===== config.mk =====
export PLATFORM = sky130hd
export DESIGN_NAME = hart_debug_state_control
export DESIGN_NICKNAME = d
export VERILOG_FILES = /design/src/hart_debug_pkg.sv /design/src/hart_debug_state_control.sv
export SDC_FILE = /design/constraint.sdc
export NUM_CORES = 1
export LEC_CHECK = 0
export BUFFER_PORTS_ARGS = -buffer_cell sky130_fd_sc_hd__buf_2
export CAP_MARGIN = 20
export CORE_UTILIZATION = 40
export CTS_BUF_LIST = sky130_fd_sc_hd__clkbuf_4
export DETAILED_ROUTE_END_ITERATION = 16
export GPL_ROUTABILITY_DRIVEN = 0
export HOLD_SLACK_MARGIN = 0.12
export PLACE_DENSITY = 0.7
export SLEW_MARGIN = 0
export SYNTH_ARGS = -nofsm -noshare
export SYNTH_HDL_FRONTEND = slang
export SYNTH_SLANG_ARGS = --single-unit

===== constraint.sdc =====
create_clock -name clock -period 14.9 [get_ports clock]
set_input_delay 2.235 -clock clock [delete_from_list [all_inputs] [get_ports clock]]
set_output_delay 2.235 -clock clock [all_outputs]
set_load 0.1 [all_outputs]

===== src/hart_debug_pkg.sv =====
package hart_debug_pkg;

  // ==========================================================
  // register offsets (byte addresses, one word each)
  localparam logic [7:0] dcsr_offset = 8'h00;
  localparam logic [7:0] dpc_offset = 8'h04;
  localparam logic [7:0] trap_vector_offset = 8'h08;
  localparam logic [7:0] trap_return_pc_offset = 8'h0C;
  localparam logic [7:0] trap_cause_offset = 8'h10;
  localparam logic [7:0] state_offset = 8'h14;
  localparam logic [7:0] event_status_offset = 8'h18;
  localparam logic [7:0] event_mask_offset = 8'h1C;

  // ==========================================================
  // debug control/status field positions
  localparam int step_pos = 2;
  localparam int cause_lsb = 6;
  localparam int break_to_halt_pos = 15;

  // debug entry causes
  localparam logic [2:0] cause_ebreak = 3'h1;
  localparam logic [2:0] cause_halt_request = 3'h3;
  localparam logic [2:0] cause_step = 3'h4;

  // trap cause written by a trapping breakpoint
  localparam logic [31:0] breakpoint_cause = 32'h0000_0003;

  // ==========================================================
  // event bits of the status and mask registers
  localparam int ev_debug_entry = 0;
  localparam int ev_break_trap = 1;
  localparam int ev_debug_fault = 2;
  localparam int ev_illegal_access = 3;
  localparam int event_count = 4;

  // reset values
  localparam logic break_to_halt_reset = 1'b0;
  localparam logic [31:0] word_reset = 32'h0000_0000;
  localparam logic [3:0] mask_reset = 4'h0;

  // input synchroniser depth
  localparam int sync_stages = 3;

  // ==========================================================
  typedef enum logic [1:0] {
    fsm_unavailable,
    fsm_running,
    fsm_step_irq,
    fsm_halted
  } debug_fsm_type;

  typedef struct packed {
    logic read;
    logic write;
    logic [7:0] addr;
    logic [31:0] wdata;
  } bus_req_type;

  typedef struct packed {
    logic valid;
    logic is_break;
    logic [31:0] pc;
    logic [31:0] next_pc;
  } decode_type;

  typedef struct packed {
    logic valid;
    logic [31:0] cause;
  } trap_req_type;

  typedef struct packed {
    logic valid;
    logic [31:0] pc;
  } redirect_type;

  typedef struct packed {
    logic reset_seen;
    logic running;
    logic halted;
  } debug_flags_type;

endpackage


===== src/hart_debug_state_control.sv =====
`timescale 1ns/100ps

// What this block does
// - running and halted are reported on two separate status outputs
// - neither running nor halted asserted means the hart is unavailable
// - unavailable from reset until fetch permission is seen high after release
// - afterwards halted while in debug mode, running otherwise
// - exactly one of reset-seen, running, halted is high every cycle
// - halt request before fetch permission goes straight to halted
// - a later halt request may show running briefly before halting
// - halt request while running reaches halted in the next cycle
// - breakpoint outside debug with bit clear traps and updates trap pc and cause, except as a stepped handler's first instruction
// - no trap value register exists, the instruction word is not kept
// - breakpoint outside debug with bit set enters debug, updates debug pc and cause
// - the break-to-halt bit resets to zero
// - debug control/status is reachable only while in debug mode
// - breakpoint inside debug restarts at the halt vector, no register changes
// - interrupt during a step retires the handler's first instruction then halts
// - the decoding instruction when halt request rises is not executed
// - a fault in debug mode jumps to the word-aligned debug fault vector
module hart_debug_state_control (
  // clock and reset
  input wire logic clock,
  input wire logic sys_rst,
  input wire logic clock_enable,
  // register port
  input wire hart_debug_pkg::bus_req_type bus_req,
  output logic [31:0] bus_rdata,
  // debug module side
  input wire logic halt_request_in,
  input wire logic [31:0] halt_entry_vector,
  input wire logic [31:0] debug_fault_vector,
  input wire logic fetch_permit_in,
  output hart_debug_pkg::debug_flags_type debug_flags,
  // pipeline side
  input wire hart_debug_pkg::decode_type decode_in,
  input wire hart_debug_pkg::trap_req_type exception_in,
  input wire hart_debug_pkg::trap_req_type irq_take_in,
  input wire logic resume_in,
  output hart_debug_pkg::redirect_type redirect,
  output logic decode_kill,
  // interrupt
  output logic irq
);

  // ==========================================================
  // state
  typedef struct packed {
    hart_debug_pkg::debug_fsm_type fsm;
    logic [hart_debug_pkg::sync_stages-1:0] sync;
    logic fetch_level;
    logic halt_seen;
    logic break_to_halt;
    logic step;
    logic [2:0] cause;
    logic [31:0] dpc;
    logic [31:0] mtvec;
    logic [31:0] mepc;
    logic [31:0] mcause;
    logic [hart_debug_pkg::event_count-1:0] ev_status;
    logic [hart_debug_pkg::event_count-1:0] ev_mask;
    logic [31:0] rdata;
    hart_debug_pkg::debug_flags_type flags;
    hart_debug_pkg::redirect_type redirect;
    logic decode_kill;
    logic irq;
  } state_type;

  localparam state_type state_reset = '{
    fsm: hart_debug_pkg::fsm_unavailable,
    sync: '0,
    fetch_level: 1'b0,
    halt_seen: 1'b0,
    break_to_halt: hart_debug_pkg::break_to_halt_reset,
    step: 1'b0,
    cause: 3'h0,
    dpc: hart_debug_pkg::word_reset,
    mtvec: hart_debug_pkg::word_reset,
    mepc: hart_debug_pkg::word_reset,
    mcause: hart_debug_pkg::word_reset,
    ev_status: '0,
    ev_mask: hart_debug_pkg::mask_reset,
    rdata: hart_debug_pkg::word_reset,
    flags: '{reset_seen: 1'b1, running: 1'b0, halted: 1'b0},
    redirect: '{valid: 1'b0, pc: hart_debug_pkg::word_reset},
    decode_kill: 1'b0,
    irq: 1'b0
  };

  state_type state_q;
  state_type state_d;

  function automatic logic [31:0] word_align(input logic [31:0] a);
    return {a[31:2], 2'b00};
  endfunction

  function automatic logic [31:0] dcsr_word(input state_type s);
    logic [31:0] w;
    w = 32'h0000_0000;
    w[hart_debug_pkg::break_to_halt_pos] = s.break_to_halt;
    w[hart_debug_pkg::cause_lsb +: 3] = s.cause;
    w[hart_debug_pkg::step_pos] = s.step;
    return w;
  endfunction

  // ==========================================================
  // next state
  always_comb begin
    state_type n;
    logic enter;
    logic [2:0] enter_cause;
    logic [31:0] enter_pc;
    logic trap;
    logic [31:0] trap_cause;
    logic [hart_debug_pkg::event_count-1:0] ev;
    logic [hart_debug_pkg::event_count-1:0] clr;
    logic in_debug;
    n = state_q;
    enter = 1'b0;
    enter_cause = 3'h0;
    enter_pc = 32'h0000_0000;
    trap = 1'b0;
    trap_cause = 32'h0000_0000;
    ev = '0;
    clr = '0;
    in_debug = (state_q.fsm == hart_debug_pkg::fsm_halted);
    n.redirect.valid = 1'b0;
    n.decode_kill = 1'b0;
    n.rdata = 32'h0000_0000;
    // fetch permission is a pin: three flops, a change counts once the last two agree
    n.sync = {state_q.sync[hart_debug_pkg::sync_stages-2:0], fetch_permit_in};
    if (state_q.sync[2] == state_q.sync[1]) begin
      n.fetch_level = state_q.sync[2];
    end
    // register writes
    if (bus_req.write) begin
      if (bus_req.addr == hart_debug_pkg::dcsr_offset) begin
        if (in_debug) begin
          n.break_to_halt = bus_req.wdata[hart_debug_pkg::break_to_halt_pos];
          n.step = bus_req.wdata[hart_debug_pkg::step_pos];
        end else begin
          ev[hart_debug_pkg::ev_illegal_access] = 1'b1;
        end
      end else if (bus_req.addr == hart_debug_pkg::dpc_offset) begin
        if (in_debug) begin
          n.dpc = bus_req.wdata;
        end else begin
          ev[hart_debug_pkg::ev_illegal_access] = 1'b1;
        end
      end else if (bus_req.addr == hart_debug_pkg::trap_vector_offset) begin
        n.mtvec = word_align(bus_req.wdata);
      end else if (bus_req.addr == hart_debug_pkg::trap_return_pc_offset) begin
        n.mepc = bus_req.wdata;
      end else if (bus_req.addr == hart_debug_pkg::trap_cause_offset) begin
        n.mcause = bus_req.wdata;
      end else if (bus_req.addr == hart_debug_pkg::event_status_offset) begin
        clr = bus_req.wdata[hart_debug_pkg::event_count-1:0];
      end else if (bus_req.addr == hart_debug_pkg::event_mask_offset) begin
        n.ev_mask = bus_req.wdata[hart_debug_pkg::event_count-1:0];
      end
    end
    // register reads, data in the following cycle; unmapped reads as zero
    if (bus_req.read) begin
      if (bus_req.addr == hart_debug_pkg::dcsr_offset) begin
        if (in_debug) begin
          n.rdata = dcsr_word(state_q);
        end else begin
          ev[hart_debug_pkg::ev_illegal_access] = 1'b1;
        end
      end else if (bus_req.addr == hart_debug_pkg::dpc_offset) begin
        if (in_debug) begin
          n.rdata = state_q.dpc;
        end else begin
          ev[hart_debug_pkg::ev_illegal_access] = 1'b1;
        end
      end else if (bus_req.addr == hart_debug_pkg::trap_vector_offset) begin
        n.rdata = state_q.mtvec;
      end else if (bus_req.addr == hart_debug_pkg::trap_return_pc_offset) begin
        n.rdata = state_q.mepc;
      end else if (bus_req.addr == hart_debug_pkg::trap_cause_offset) begin
        n.rdata = state_q.mcause;
      end else if (bus_req.addr == hart_debug_pkg::state_offset) begin
        n.rdata = {28'h000_0000, state_q.fetch_level, state_q.flags};
      end else if (bus_req.addr == hart_debug_pkg::event_status_offset) begin
        n.rdata = {28'h000_0000, state_q.ev_status};
      end else if (bus_req.addr == hart_debug_pkg::event_mask_offset) begin
        n.rdata = {28'h000_0000, state_q.ev_mask};
      end
    end
    // run control
    case (state_q.fsm)
      hart_debug_pkg::fsm_unavailable: begin
        // a request seen before fetch is allowed is kept so no running cycle shows
        if (halt_request_in) begin
          n.halt_seen = 1'b1;
        end
        if (state_q.fetch_level) begin
          if (state_q.halt_seen || halt_request_in) begin
            enter = 1'b1;
            enter_cause = hart_debug_pkg::cause_halt_request;
            enter_pc = decode_in.pc;
          end else begin
            n.fsm = hart_debug_pkg::fsm_running;
          end
          n.halt_seen = 1'b0;
        end
      end
      hart_debug_pkg::fsm_running: begin
        if (halt_request_in) begin
          n.decode_kill = 1'b1;
          enter = 1'b1;
          enter_cause = hart_debug_pkg::cause_halt_request;
          enter_pc = decode_in.pc;
        end else if (decode_in.valid && decode_in.is_break) begin
          if (state_q.break_to_halt) begin
            enter = 1'b1;
            enter_cause = hart_debug_pkg::cause_ebreak;
            enter_pc = decode_in.pc;
          end else begin
            trap = 1'b1;
            trap_cause = hart_debug_pkg::breakpoint_cause;
            ev[hart_debug_pkg::ev_break_trap] = 1'b1;
          end
        end else if (exception_in.valid) begin
          trap = 1'b1;
          trap_cause = exception_in.cause;
        end else if (irq_take_in.valid) begin
          trap = 1'b1;
          trap_cause = irq_take_in.cause;
          if (state_q.step) begin
            n.fsm = hart_debug_pkg::fsm_step_irq;
          end
        end else if (decode_in.valid && state_q.step) begin
          enter = 1'b1;
          enter_cause = hart_debug_pkg::cause_step;
          enter_pc = decode_in.next_pc;
        end
      end
      hart_debug_pkg::fsm_step_irq: begin
        // the step halt waits until the handler's first instruction has retired
        if (halt_request_in) begin
          n.decode_kill = 1'b1;
          enter = 1'b1;
          enter_cause = hart_debug_pkg::cause_halt_request;
          enter_pc = decode_in.pc;
        end else if (decode_in.valid) begin
          enter = 1'b1;
          enter_cause = hart_debug_pkg::cause_step;
          enter_pc = decode_in.next_pc;
          // a breakpoint as the handler's first instruction wins over the step when the break-to-halt bit is set
          if (decode_in.is_break && state_q.break_to_halt) begin
            enter_cause = hart_debug_pkg::cause_ebreak;
            enter_pc = decode_in.pc;
          end
        end
      end
      hart_debug_pkg::fsm_halted: begin
        if (decode_in.valid && decode_in.is_break) begin
          n.redirect.valid = 1'b1;
          n.redirect.pc = word_align(halt_entry_vector);
        end else if (exception_in.valid) begin
          n.redirect.valid = 1'b1;
          n.redirect.pc = word_align(debug_fault_vector);
          ev[hart_debug_pkg::ev_debug_fault] = 1'b1;
        end else if (resume_in) begin
          n.redirect.valid = 1'b1;
          n.redirect.pc = state_q.dpc;
          n.fsm = hart_debug_pkg::fsm_running;
        end
      end
      default: n.fsm = hart_debug_pkg::fsm_unavailable;
    endcase
    if (enter) begin
      n.fsm = hart_debug_pkg::fsm_halted;
      n.dpc = enter_pc;
      n.cause = enter_cause;
      n.redirect.valid = 1'b1;
      n.redirect.pc = word_align(halt_entry_vector);
      ev[hart_debug_pkg::ev_debug_entry] = 1'b1;
    end
    // only return pc and cause change; no instruction word is captured
    if (trap) begin
      n.mepc = decode_in.pc;
      n.mcause = trap_cause;
      n.redirect.valid = 1'b1;
      n.redirect.pc = state_q.mtvec;
    end
    // new events win over a clear in the same cycle
    n.ev_status = (state_q.ev_status & ~clr) | ev;
    n.irq = |(n.ev_status & n.ev_mask);
    n.flags.reset_seen = (n.fsm == hart_debug_pkg::fsm_unavailable);
    n.flags.running = (n.fsm == hart_debug_pkg::fsm_running) ||
                      (n.fsm == hart_debug_pkg::fsm_step_irq);
    n.flags.halted = (n.fsm == hart_debug_pkg::fsm_halted);
    state_d = n;
  end

  // ==========================================================
  // registers
  always_ff @(posedge clock or posedge sys_rst) begin
    if (sys_rst) begin
      state_q <= state_reset;
    end else if (clock_enable) begin
      state_q <= state_d;
    end
  end

  assign debug_flags = state_q.flags;
  assign redirect = state_q.redirect;
  assign decode_kill = state_q.decode_kill;
  assign irq = state_q.irq;
  assign bus_rdata = state_q.rdata;
endmodule // hart_debug_state_control


# After elaboration in Yosys (flattened, before gate mapping)
# Index checks and enable logic that the tools add are counted.
classes:
  n_mux: 122
  n_reduce_logical: 28
  n_eq_ne: 19
  bitwise_logic: 6
ops:
  columns: ["operator", "n"]
  rows:
  - ["32-bit 2-to-1 mux", 30]
  - ["128-bit 2-to-1 mux", 2]
  - ["33-bit 2-to-1 mux", 6]
  - ["64-bit 2-to-1 mux", 2]
  - ["96-bit 2-to-1 mux", 1]
  - ["32-bit case mux with 3 select lines", 1]
  - ["4-bit 2-to-1 mux", 18]
  - ["1-bit 2-to-1 mux", 36]
  - ["8-bit by 5-bit equality test with 1-bit output (second input constant)", 4]
  - ["2-bit 2-to-1 mux", 14]
  - ["3-bit 2-to-1 mux", 8]
  - ["8-bit by 4-bit equality test with 1-bit output (second input constant)", 2]
  - ["16-bit 2-to-1 mux", 1]
  - ["2-bit nonzero test", 7]
  - ["2-bit by 1-bit inequality test with 1-bit output (second input constant)", 5]
  - ["5-bit AND reduction", 2]
  - ["3-bit case mux with 3 select lines", 1]
  - ["4-bit bitwise AND", 2]
  - ["2-bit equality test (second input constant)", 4]
  - ["8-bit by 3-bit equality test with 1-bit output (second input constant)", 1]
  - ["8-bit logical NOT", 1]
  - ["7-bit AND reduction", 1]
  - ["2-bit case mux with 3 select lines", 1]
  - ["3-bit AND reduction", 2]
  - ["16 further kinds", 23]
word_totals:
  wordCells: 196
  inputBits: 244
  reg_bits: 216
  output_inout_bits: 70

# Logic depth before layout (Yosys ltp)
# Gate-level depths: netlist (run 1).
logic_depth:
  word_depth: 13
  mapped_depth: 11
  depth_no_buf: 9

# Least setup slack after synthesis (run 1)
# No wires, ideal clock.
synth_path:
  path_kind: "input port to flip-flop"
  from: "input exception_in[32] (netlist bit)"
  to: "register state_q, in the netlist debug_flags[1]"
  required_time_ns: 14.775
  path_stages: 10
  setup_ns: 0.125
  arrival_ns: 4.204
  slack_ns: 10.571
  n_path_buf: 3
  cell_sequence: "buf_2 or4b_4 a21oi_2 or2_2 buf_2 buf_2 o21ba_2 inv_1 ha_1 mux2_2"
synth_lines:
  columns: ["element", "line", "source"]
  rows:
  - ["start: declaration", "hart_debug_state_control.sv:37", "input wire hart_debug_pkg::trap_req_type exception_in,"]
  - ["end signal: assignment", "hart_debug_state_control.sv:302", "state_q <= state_reset;"]
  - ["end signal: assignment", "hart_debug_state_control.sv:304", "state_q <= state_d;"]
  - ["end: declaration", "hart_debug_state_control.sv:90", "state_type state_q;"]

# Worst setup path in the final report (run 1)
layout_path:
  from: "input exception_in[32] (netlist bit)"
  to: "register state_q[208] (netlist bit)"
layout_via:
  elab_chain_cells: 5
  elab_cells_between_ends: 9
  classes_between: "mux: 8; reduce/logical: 1"
layout_lines:
  columns: ["element", "line", "source"]
  rows:
  - ["1-bit 2-to-1 mux", "hart_debug_state_control.sv:224", "end else if (exception_in.valid) begin"]
  - ["1-bit 2-to-1 mux", "hart_debug_state_control.sv:214", "end else if (decode_in.valid && decode_in.is_break) begin"]
  - ["1-bit 2-to-1 mux", "hart_debug_state_control.sv:209", "if (halt_request_in) begin"]
  - ["1-bit case mux with 3 select lines", "hart_debug_state_control.sv:191", "case (state_q.fsm)"]
  - ["2-bit AND reduction (no source line)", null, null]
# Parallel ways exist; a longest one is shown, timed or not.
# A chain may end at the register's enable or synchronous reset.

==> summary.md, run 1 <==
| Metric | Value |
|---|---|
| Status | `finished clean` |
| Vias per cell | `~6` |
| Clock-pin slew on the worst setup and hold paths | `approximately 70 ps` |
| Num Clock Sinks | `roughly 220` |
| Die Wd | `~180 um` |
| Clock root cell | `clkbuf_4` |
| CORE AREA | `around 0.033 mm^2` |
| CP endpoint kind | `register` |
| Die height | `about 180 um` |
| CTS tree | `built` |
| Worst-path fanout max | `49` |
| CTS Buf Count | `~60` |
| Comb pwr share | `approximately two fifths` |
| Initial drt markers | `1,254` |
| Sw power | `around 1.1 mW` |
| Syn avg cell area | `~9.4 um^2` |
| Delay of the slowest critical-path stage | `a little over 600 ps` |
| Post-CTS Hold Buffers | `0` |
| Ranking of synthesized cells by area | `dfrtp_1, mux2_2, a22o_1` |
| Worst-margin pin slew | `979 ps` |
| Post-synth EDFFs | `0` |
| Initial antenna violation count | `10` |
| Fmax | `roughly 220 MHz` |
| Largest area contributor in the netlist | `dfrtp_1` |
| Levels on crit path | `7` |
| Worst path bufs/invs | `2` |
| Clk_lat worst skew | `just over 700 ps` |
| Seq pwr share | `35.9%` |
| Warnings, synthesis | `0` |
| Post-synthesis register bit count | `between 200 and 250` |
| Count of final setup violators | `0` |
| CP Class | `in -> reg` |
| Post-CTS setup buffers | `0` |
| Commonest cells post-synth | `dfrtp_1, nand2_1, mux2_2` |
| Area share of the largest cell type after synthesis | `40.6%` |
| All-Layer GR Usage | `~28%` |
| Max cap viols | `0` |
| Largest net degree at the start of global routing | `84` |
| Global-route wire length before repair | `70,900 um` |
| TNS Setup | `0 ps` |
| Reg-to-reg slack, setup | `~11,000 ps` |
| Average wire per standard cell | `around 23 um` |
| Hold Crit Start | `redirect[7]` |
| Hold Path Cell Cnt | `2` |
| Count leader, synth | `dfrtp_1` |
| Synth cell types | `between 60 and 70` |
| Leak | `7.39 nW` |
| Die ar. | `0.0338 mm^2` |
| RSZ-0062 raised after global routing | `no` |
| Top-Level Pins | `roughly 310` |
| Worst EP arrival | `between 5000 and 6000 ps` |
| Max-slew violations | `0` |
| CTS max path bufs | `3` |
| Power Dens Cells | `about 160 mW/mm^2` |
| Nets | `around 1,900` |
| Starting Density | `between 40% and 50%` |
| Post-Synthesis Cells | `between 1,000 and 1,500` |
| CP Launch Point | `exception_in[32]` |
| Clk network pwr share | `between 20% and 30%` |
| Worst reg2reg path depth | `8` |
| CP top delay family | `simple AND/OR/NAND/NOR gates` |
| Count of final hold-check violations | `0` |
| Critical Path Start Type | `input port` |
| Synthesis-to-layout area growth | `16.4%` |
| Syn_nets | `between 1,500 and 2,000` |
| RR Startpoint | `state_q[216]` |
| Antenna viol nets, final | `0` |
| First-pass DRT Iterations | `5` |
| Seq/Total Area, Yosys | `between 40% and 50%` |
| DRT Wirelength | `47,300 um` |
| Via count | `between 10,000 and 15,000` |
| H-tree depth | `2` |
| Ys flop type | `dfrtp_1` |
| Post-synth ARST share | `between 90% and 100%` |
| Vias in the first global route | `about 12,000` |
| Peak supply drop | `approximately 0.079 mV` |
| Reg-to-Reg End | `state_q[208]` |
| Cell Area, Synth | `~0.013 mm^2` |
| Sw frac | `between 40 and 50%` |
| Worst Hold End | `redirect[7]` |
| Max Clock Skew | `50.3 ps` |
| Slew Limit Headroom | `about a third` |
| Pwr Total | `between 2 and 3 mW` |
| Most frequent CP cell | `buf_4` |
| Post-route DRC | `0` |
| Fin crit period | `roughly 4600 ps` |
| PortBufs | `between 300 and 400` |
| WP data required | `15,490 ps` |
| Critical path, cell by cell | `buf_4, or4b_4, a21oi_2, or2_2, buf_4, nand2_1, mux2_1` |
| Row Count | `66` |
| Share of cells above drive strength 1 | `34.4%` |
| Fin crit share | `between 30% and 40%` |
| Hold Path Class | `reg -> reg` |
| P_int | `around 1.4 mW` |
| CP max stage cell | `or4b_4` |
| Post_cts resized | `0` |
| Hpwl dp | `between 30,000 and 40,000 um` |
| Global route total overflow | `0` |
==> cells in the final DEF, fill, tap and decap left out, types with 5 or more instances in the layout <==
| cell | count |
|---|---|
| nand4_1 | 7 |
| a221oi_1 | 36 |
| diode_2 | 6 |
| clkbuf_4 | 85 |
| mux2_2 | 106 |
| mux2_1 | 9 |
| nor2_1 | 76 |
| o22ai_1 | 24 |
| nand2_1 | 130 |
| nand2b_1 | 8 |
| mux2i_1 | 5 |
| ha_1 | 7 |
| buf_2 | 308 |
| nor3_1 | 8 |
| o21ai_0 | 57 |
| o32ai_1 | 33 |
| clkinv_1 | 14 |
| nand3b_1 | 32 |
| a221o_1 | 24 |
| o41ai_1 | 5 |
| dfrtp_1 | 215 |
| inv_1 | 102 |
| o21ai_1 | 8 |
| nand3_1 | 6 |
| a22o_1 | 99 |
| a22oi_1 | 59 |
| a31oi_1 | 36 |
| a21oi_1 | 15 |
| o31ai_1 | 31 |
| buf_4 | 30 |
==> metal layers <==
metal,share of wire (%),vias to the layer above,GRT usage (%)
li1,-,5561,-
met1,44,5964,39.1
met2,42,703,39.5
met3,11,100,7.75
met4,3.1,8,10.4
met5,0.089,-,0
==> through the flow <==
step / area [um^2] / hold slack, ps / instances / util [%] / setup WS (ps)
after detailed placement: 14600 / 461 / 1986 / 44.8 / 9570
after global routing: 15400 / 500 / 2100 / 47.4 / 10240
final: 15400 / 473 / 2100 / 47.4 / 10290
after floorplan: 13200 / 450 / 1406 / - / 6760
after global placement: 14600 / 454 / 1985 / 44.8 / 9640
after CTS: 15400 / 475 / 2092 / 47.2 / 10340
==> area by class of cell <==
class / count / area (um^2)
Fill cell: 3202 / 17100
Multi-Input combinational cell: 886 / 6450
Sequential cell: 216 / 5410
Timing Repair Buffer: 341 / 1820
Clock buffer: 85 / 638
Tap cell: 442 / 553
Inverter: 103 / 394
Clock inverter: 21 / 141
Antenna cell: 6 / 15.0
==> state kept, by name, indices dropped and copies added (netlist names) <==
register / count
state_q: 144
redirect: 33
bus_rdata: 32
debug_flags: 3
state_d: 2
decode_kill: 1
irq: 1
==> power by group through the flow <==
stage                     combinational, mW  clock [mW]  sequential, mW
after floorplan                       0.843           0           0.855
after global placement                 1.02           0           0.900
after detailed placement               1.04           0           0.908
after CTS                              1.04       0.574           0.897
after global routing                   1.13       0.607           0.921
final                                  1.06       0.562           0.908
==> cells by family after synthesis <==
group | after synthesis | synth area share, %
adders and majority gates | 7 | 0.661
muxes | 120 | 10.2
buffers and inverters | 304 | 11.2
AOI/OAI and AO/OA | 456 | 26.3
and+or+nand+nor | 303 | 10.8
DFF | 216 | 40.8
==> worst max path at each step <==
stage | endpoint | slack (ps)
after floorplan | bus_rdata[0] | 6760
after global placement | state_q[208] | 9640
after detailed placement | state_q[208] | 9570
after CTS | state_q[208] | 10340
after global routing | state_q[208] | 10240
final | state_q[208] | 10290
==> worst register-to-register path: cells and delay by family, from the launching register on <==
family	cells	cell delay (ps)
adder cells (fa/ha/maj)	1	290
AO/OA/AOI/OAI	1	120
multiplexers	1	360
buffers and inverters	2	740
AND/OR/NAND/NOR	3	1520
flip-flops	1	430
(Power assumes the default switching activity.)
==> inputs of run 2 (changes only) <==
- ABC_AREA: default -> 1
- PLACE_DENSITY: 0.7 -> 0.72
- clock period: 14.9 -> 4.21 ns (I/O delays scaled with it)
==> run 2 against run 1 <==
Core utilization decreased by 0.52 points. Die area increased by 4.4%. Count of clock-buffer cells in the layout decreased by 5. Worst setup slack got worse by 9300 ps. Sequential power increased to 3.4 times the previous value. Cell count increased by 29%. Synthesized cell count increased by 44%. Combinational power increased to 3.9 times the previous value. Clock skew increased by 1.6 ps. Critical path type is now reg -> reg. Largest power group unchanged. Highest routed layer unchanged.
==> summary.md, run 2 <==
| Metric | Value |
|---|---|
| Status | `finished clean` |
| Die Wd | `between 150 and 200 um` |
| Syn avg cell area | `6.84 um^2` |
| Average wire per standard cell | `between 15 and 20 um` |
| Die ar. | `around 0.035 mm^2` |
| P_int | `4.69 mW` |
| H-tree depth | `2` |
| Worst reg2reg path depth | `14` |
| Max Clock Skew | `between 50 and 60 ps` |
| All-Layer GR Usage | `a little over a quarter` |
| Vias per cell | `5.29` |
| Warnings, synthesis | `0` |
| Reg-to-Reg End | `state_q[198]` |
| Area share of the largest cell type after synthesis | `approximately 40%` |
| Clk_lat worst skew | `~740 ps` |
| Power Dens Cells | `571 mW/mm^2` |
| RSZ-0062 raised after global routing | `no` |
| Worst-path fanout max | `35` |
| Post-route cell area | `around 0.016 mm^2` |
| Reg-to-reg slack, setup | `around 970 ps` |
| Count of final setup violators | `0` |
| Ranking of synthesized cells by area | `dfrtp_1, nand2_1, o21ai_0` |
| Count leader, synth | `nand2_1` |
| Worst path bufs/invs | `3` |
| Ys flop type | `dfrtp_1` |
| Post-Synthesis Cells | `approximately 2,000` |
| Sw power | `between 4 and 5 mW` |
| Worst-margin pin slew | `841 ps` |
| Seq pwr share | `between 30% and 40%` |
| Num Clock Sinks | `approximately 220` |
| Max cap viols | `0` |
| Fin crit share | `between 70% and 80%` |
| Antenna viol nets, final | `0` |
| Clock-pin slew on the worst setup and hold paths | `roughly 70 ps` |
| Nets | `between 2,000 and 2,500` |
| Post-synth ARST share | `100%` |
| CP Class | `reg -> reg` |
| Post-CTS setup buffers | `0` |
| Max reg flops | `roughly 140` |
| Worst EP arrival | `3870 ps` |
| CP top delay family | `simple AND/OR/NAND/NOR gates` |
| Post_cts resized | `0` |
| Synth cell types | `42` |
| PortBufs | `~310` |
| Cell Area, Synth | `about 0.014 mm^2` |
| Post-synthesis register bit count | `approximately 220` |
| Row Count | `67` |
| CTS Buf Count | `57` |
| Critical Path End | `state_q[198]` |
| Clock root cell | `clkbuf_4` |
| WP data required | `4840 ps` |
| CORE AREA | `between 0.03 and 0.04 mm^2` |
| Fin crit period | `around 3200 ps` |
| Critical Path Start Type | `register` |
| TNS Setup | `0 ps` |
| Commonest cells post-synth | `nand2_1, dfrtp_1, o21ai_0` |
| Biggest register | `state_q` |
| CTS max path bufs | `3` |
| Via count | `roughly 14,000` |
| Max-slew violations | `0` |
| Syn_nets | `between 2,000 and 2,500` |
| CP Launch Point | `state_q[216]` |
| Post-synth EDFFs | `0` |
| Starting Density | `40.9%` |
| Busiest grt layer | `met1` |
| RR Startpoint | `state_q[216]` |
| Most common cell after layout, fill and taps aside | `nand2_1` |
| Sw frac | `between 40% and 50%` |
| Met3 Use GR | `between 5 and 6%` |
| DRT Wirelength | `between 40,000 and 50,000 um` |
| Hpwl dp | `~36,000 um` |
| Fmax | `about 310 MHz` |
| CP endpoint kind | `register` |
| Seq/Total Area, Yosys | `around two fifths` |
| Count of final hold-check violations | `0` |
| Most frequent cells in the layout | `nand2_1, buf_2, dfrtp_1, o21ai_0, inv_1` |
| Worst slack, placed | `between 700 and 800 ps` |
| Post-route DRC | `0` |
| Filler Cell Count | `roughly 3,500` |
| Pwr Total | `about 9 mW` |
| Largest net degree at the start of global routing | `slightly below 100` |
| Critical path, cell by cell | `inv_1, ha_1, nand2_1, inv_1, nor2_1, nand2_1, nand2_1, nand2_2, nand2_2, inv_2, nand2_2, nand2_2, nand2_1, nand2_1` |
| Initial antenna violation count | `3` |
| Global-route wire length before repair | `around 74,000 um` |
| Clk network pwr share | `between 20 and 25%` |
| Delay of the slowest critical-path stage | `680 ps` |
| Hold Path Class | `in -> reg` |
| Levels on crit path | `14` |
| Global route total overflow | `0` |
| Share of cells above drive strength 1 | `21.7%` |
| Setup slack after layout | `slightly below 1000 ps` |
| Placed cell areas | `around 0.015 mm^2` |
| CTS tree | `built` |
| Largest area contributor in the netlist | `dfrtp_1` |
| First-pass DRT Iterations | `7` |
| Die height | `between 150 and 200 um` |
| Vias in the first global route | `between 10,000 and 15,000` |
| Comb pwr share | `45.2%` |
| M2 GR Usage | `roughly 38%` |
| Slew Limit Headroom | `roughly 44%` |
| CP max stage cell | `nand2_2` |
| Met1 usage | `40.7%` |
| Initial drt markers | `~1,500` |
| Peak supply drop | `0.334 mV` |
| Most frequent CP cell | `nand2_1` |
| Synthesis-to-layout area growth | `14.4%` |
| Top-Level Pins | `approximately 310` |
| Leak | `8.38 nW` |
## run 2: cell types whose count changed after synthesis, sizes merged, moves of 32 or more
| cell | before | now |
|---|---|---|
| buf | 108 | 142 |
| a221oi | 36 | 2 |
| inv | 103 | 173 |
| o32ai | 33 | 0 |
| a21oi | 17 | 49 |
| nand2 | 132 | 744 |
| clkbuf | 93 | 59 |
| o21ai | 67 | 245 |
| nand3 | 6 | 150 |
| a22o | 99 | 0 |
| mux2 | 115 | 0 |
## run 2: final cells by class
| type | count | area (um^2) | share of cell area, % |
|---|---|---|---|
| inverters | 174 | 657 | 4.15 |
| clock inverters | 24 | 121 | 0.767 |
| repair buffers | 343 | 1880 | 11.9 |
| clock buffers | 80 | 601 | 3.79 |
| well taps | 448 | 561 | 3.54 |
| diodes | 1 | 2.50 | 0.0158 |
| multi-input cells | 1430 | 6600 | 41.7 |
| flip-flops and latches | 216 | 5410 | 34.2 |
## run 2: cells by family (layout without fill, tap and decap cells)
family	Yosys count	count (layout)	share of synthesized area (%)
other	0	1	0
DFF	216	216	39.1
and+or+nand+nor	1018	1018	30.5
adders and majority gates	7	7	0.633
buffers and inverters	375	621	13.3
AOI/OAI and AO/OA	405	405	16.5
## run 2: power by group through the flow
stage                     Sequential (mW)  Clock, mW  Combinational (mW)
after floorplan                      3.02          0                3.37
after global placement               3.08          0                3.94
after detailed placement             3.10          0                4.04
after CTS                            3.07       1.90                4.06
after global routing                 3.14       2.01                4.48
final                                3.09       1.86                4.09
## run 2: timing repair
action	in CTS	in global routing
setup endpoints to repair	0	0
hold buffers	2	0
endpoints found under the hold margin	28	0
## run 2: layer usage
metal | up-vias | part of all wire [%]
li1 | 6900 | -
met1 | 6557 | 46
met2 | 805 | 41
met3 | 115 | 9.9
met4 | 4 | 3.3
met5 | - | 0.055
## run 2: how the worst min path moves through the flow
stage | endpoint | startpoint | cells after the start
6_report | state_q[119] | decode_in[41] | 3
5_1_grt | state_q[117] | decode_in[39] | 3
4_1_cts | state_q[117] | decode_in[39] | 3
3_5_place_dp | state_d[215] | state_d[214] | 2
3_3_place_gp | state_d[214] | state_d[214] | 2
2_1_floorplan | state_d[214] | state_d[214] | 2
## run 2: tightest hold or removal path, delay by kind of cell
kind | cells | cell delay, ps
compound gates | 1 | 70
buf+inv | 1 | 110
simple gates | 1 | 60
## run 2: per-stage QoR
stage / utilization [%] / hold WS, ps / std cells
global placement: 44.5 / 460 / 2606
floorplan: - / 442 / 2021
detailed placement: 44.6 / 460 / 2608
CTS: 46.8 / 134 / 2714
global route: 46.9 / 141 / 2716
finish: 46.9 / 177 / 2716
==> inputs of run 3 (changes only) <==
- clock period: 4.21 -> 2.79 ns (I/O delays scaled with it)
==> run 3 against run 2 <==
First-iteration DRC count grew 3.7%. Clock power grew 45%. Sequential power grew 52%. Final area grew 7.9%. Die area is the same. Critical path type unchanged. Largest cell class unchanged. Highest routed layer unchanged.
==> summary.md, run 3 (same netlist as run 2, synthesis figures left out) <==
| Metric | Value |
|---|---|
| Status | `finished clean` |
| Fin crit share | `89.8%` |
| Slew Limit Headroom | `a little under two fifths` |
| All-Layer GR Usage | `28.9%` |
| Hold Crit Start | `exception_in[16]` |
| Worst EP arrival | `~3100 ps` |
| CORE AREA | `roughly 0.034 mm^2` |
| Count of final setup violators | `0` |
| Power Dens Cells | `806 mW/mm^2` |
| Post-route DRC | `0` |
| PortBufs | `just over 300` |
| WP data required | `around 3400 ps` |
| DRT Wirelength | `between 50,000 and 60,000 um` |
| Pwr Total | `around 14 mW` |
| Initial antenna violation count | `3` |
| Core Util, Final | `50.6%` |
| Max reg flops | `around 140` |
| Global route total overflow | `0` |
| CP endpoint kind | `register` |
| Synthesis-to-layout area growth | `23.5%` |
| Average wire per standard cell | `around 18 um` |
| Vias in the first global route | `about 14,000` |
| CTS tree | `built` |
| Share of cells above drive strength 1 | `21.0%` |
| Filler Cell Count | `3,290` |
| Fmax | `399 MHz` |
| Hold Path Cell Cnt | `5` |
| Met1 usage | `a little over two fifths` |
| Post-route cell area | `between 0.015 and 0.02 mm^2` |
| Max cap viols | `0` |
| Initial drt markers | `about 1,600` |
| Worst-margin pin slew | `943 ps` |
| Clk_lat worst skew | `~720 ps` |
| Via count | `between 15,000 and 20,000` |
| Vias per cell | `roughly 5.3` |
| Hold Path Class | `in -> reg` |
| CTS max path bufs | `3` |
| Max Clock Skew | `34.1 ps` |
| Clock-pin slew on the worst setup and hold paths | `~70 ps` |
| M2 GR Usage | `41.5%` |
| Met3 Use GR | `between 6 and 7%` |
| Top-Level Pins | `between 300 and 400` |
| RR Startpoint | `state_q[217]` |
| Antenna viol nets, final | `0` |
| Placed cell areas | `0.0152 mm^2` |
| Clock root cell | `clkbuf_4` |
| Setup slack after layout | `285 ps` |
| Fin crit period | `about 2500 ps` |
| Worst slack, placed | `approximately 300 ps` |
| Peak supply drop | `between 0.5 and 0.6 mV` |
| Starting Density | `approximately two fifths` |
| Area of the multi-input gates | `0.00661 mm^2` |
| Most common cell after layout, fill and taps aside | `nand2_1` |
| Hpwl dp | `roughly 36,000 um` |
| Max-slew violations | `0` |
| Reg-to-reg slack, setup | `between 200 and 300 ps` |
| Worst-path fanout max | `35` |
| RSZ-0062 raised after global routing | `no` |
| Critical Path Start Type | `register` |
| Count of final hold-check violations | `0` |
| Biggest register | `state_q` |
| Post_cts resized | `0` |
| Die ar. | `roughly 0.035 mm^2` |
| CTS Buf Count | `57` |
| H-tree depth | `2` |
| Busiest grt layer | `met1` |
| Die height | `188 um` |
| CP Class | `reg -> reg` |
| First-pass DRT Iterations | `6` |
| Global-route wire length before repair | `around 80,000 um` |
| Num Clock Sinks | `roughly 220` |
| Row Count | `67` |
| Die Wd | `between 150 and 200 um` |
| Worst Hold End | `state_q[94]` |
| Register area | `0.00541 mm^2` |
| Leak | `8.91 nW` |
| Worst reg2reg path depth | `10` |
| Nets | `between 2,000 and 3,000` |
| TNS Setup | `0 ps` |
| Largest net degree at the start of global routing | `a little over 70` |
| Most frequent cells in the layout | `nand2_1, buf_2, dfrtp_1, o21ai_0, inv_1` |
| Reg-to-Reg End | `redirect[0]` |
==> run 3: worst max-delay path, stage by stage (launching register included) <==
cell and delay, ps:
dfrtp_1 430, inv_1 140, ha_1 330, nand3_4 110, inv_2 90, buf_4 310, a21oi_1 120, nand2_4 300
nand2_4 310, nand2_1 170, o21ai_2 60
==> run 3: report_power, final <==
part           leakage, nW  total (mW)  switching, mW  internal, mW
Combinational         5.68        6.38           4.62          1.76
Sequential            2.83        4.69          0.642          4.05
Clock                0.405        2.70           1.36          1.35
Total                 8.91        13.8           6.62          7.16
==> run 3: layer usage <==
layer	up-vias	part of all wire (%)
met1	6879	45
met3	161	9.9
li1	7148	-
met2	887	41
met5	-	0.017
met4	2	4.0
==> run 3: area by class of cell <==
cell class	count	share of cell area, %
Antenna cell	2	0.0293
Clock buffer	83	3.65
Clock inverter	11	0.271
Inverter	174	3.85
Multi-Input combinational cell	1430	38.7
Sequential cell	216	31.7
Tap cell	448	3.28
Timing Repair Buffer	474	18.6
==> run 3: per-stage QoR <==
stage	std cells	hold WS, ps
2_1_floorplan	2021	442
3_3_place_gp	2617	379
3_5_place_dp	2618	386
4_1_cts	2836	120
5_1_grt	2838	181
6_report	2838	154
==> run 3: what timing repair did <==
item                                   CTS  global route
endpoints found under the hold margin  341             0
buffers inserted                         0             0
hold buffers                           124             0
==> run 3: worst max path at each step <==
stage | end | cells past startpoint | startpoint | slack (ps)
after floorplan | bus_rdata[0] | 1 | sys_rst | -440
after detailed placement | redirect[25] | 9 | exception_in[32] | 300
after global placement | state_q[94] | 11 | bus_req[39] | 6
after global routing | redirect[24] | 13 | state_q[216] | 90
final | redirect[0] | 10 | state_q[217] | 280
after CTS | redirect[0] | 10 | state_q[217] | 310
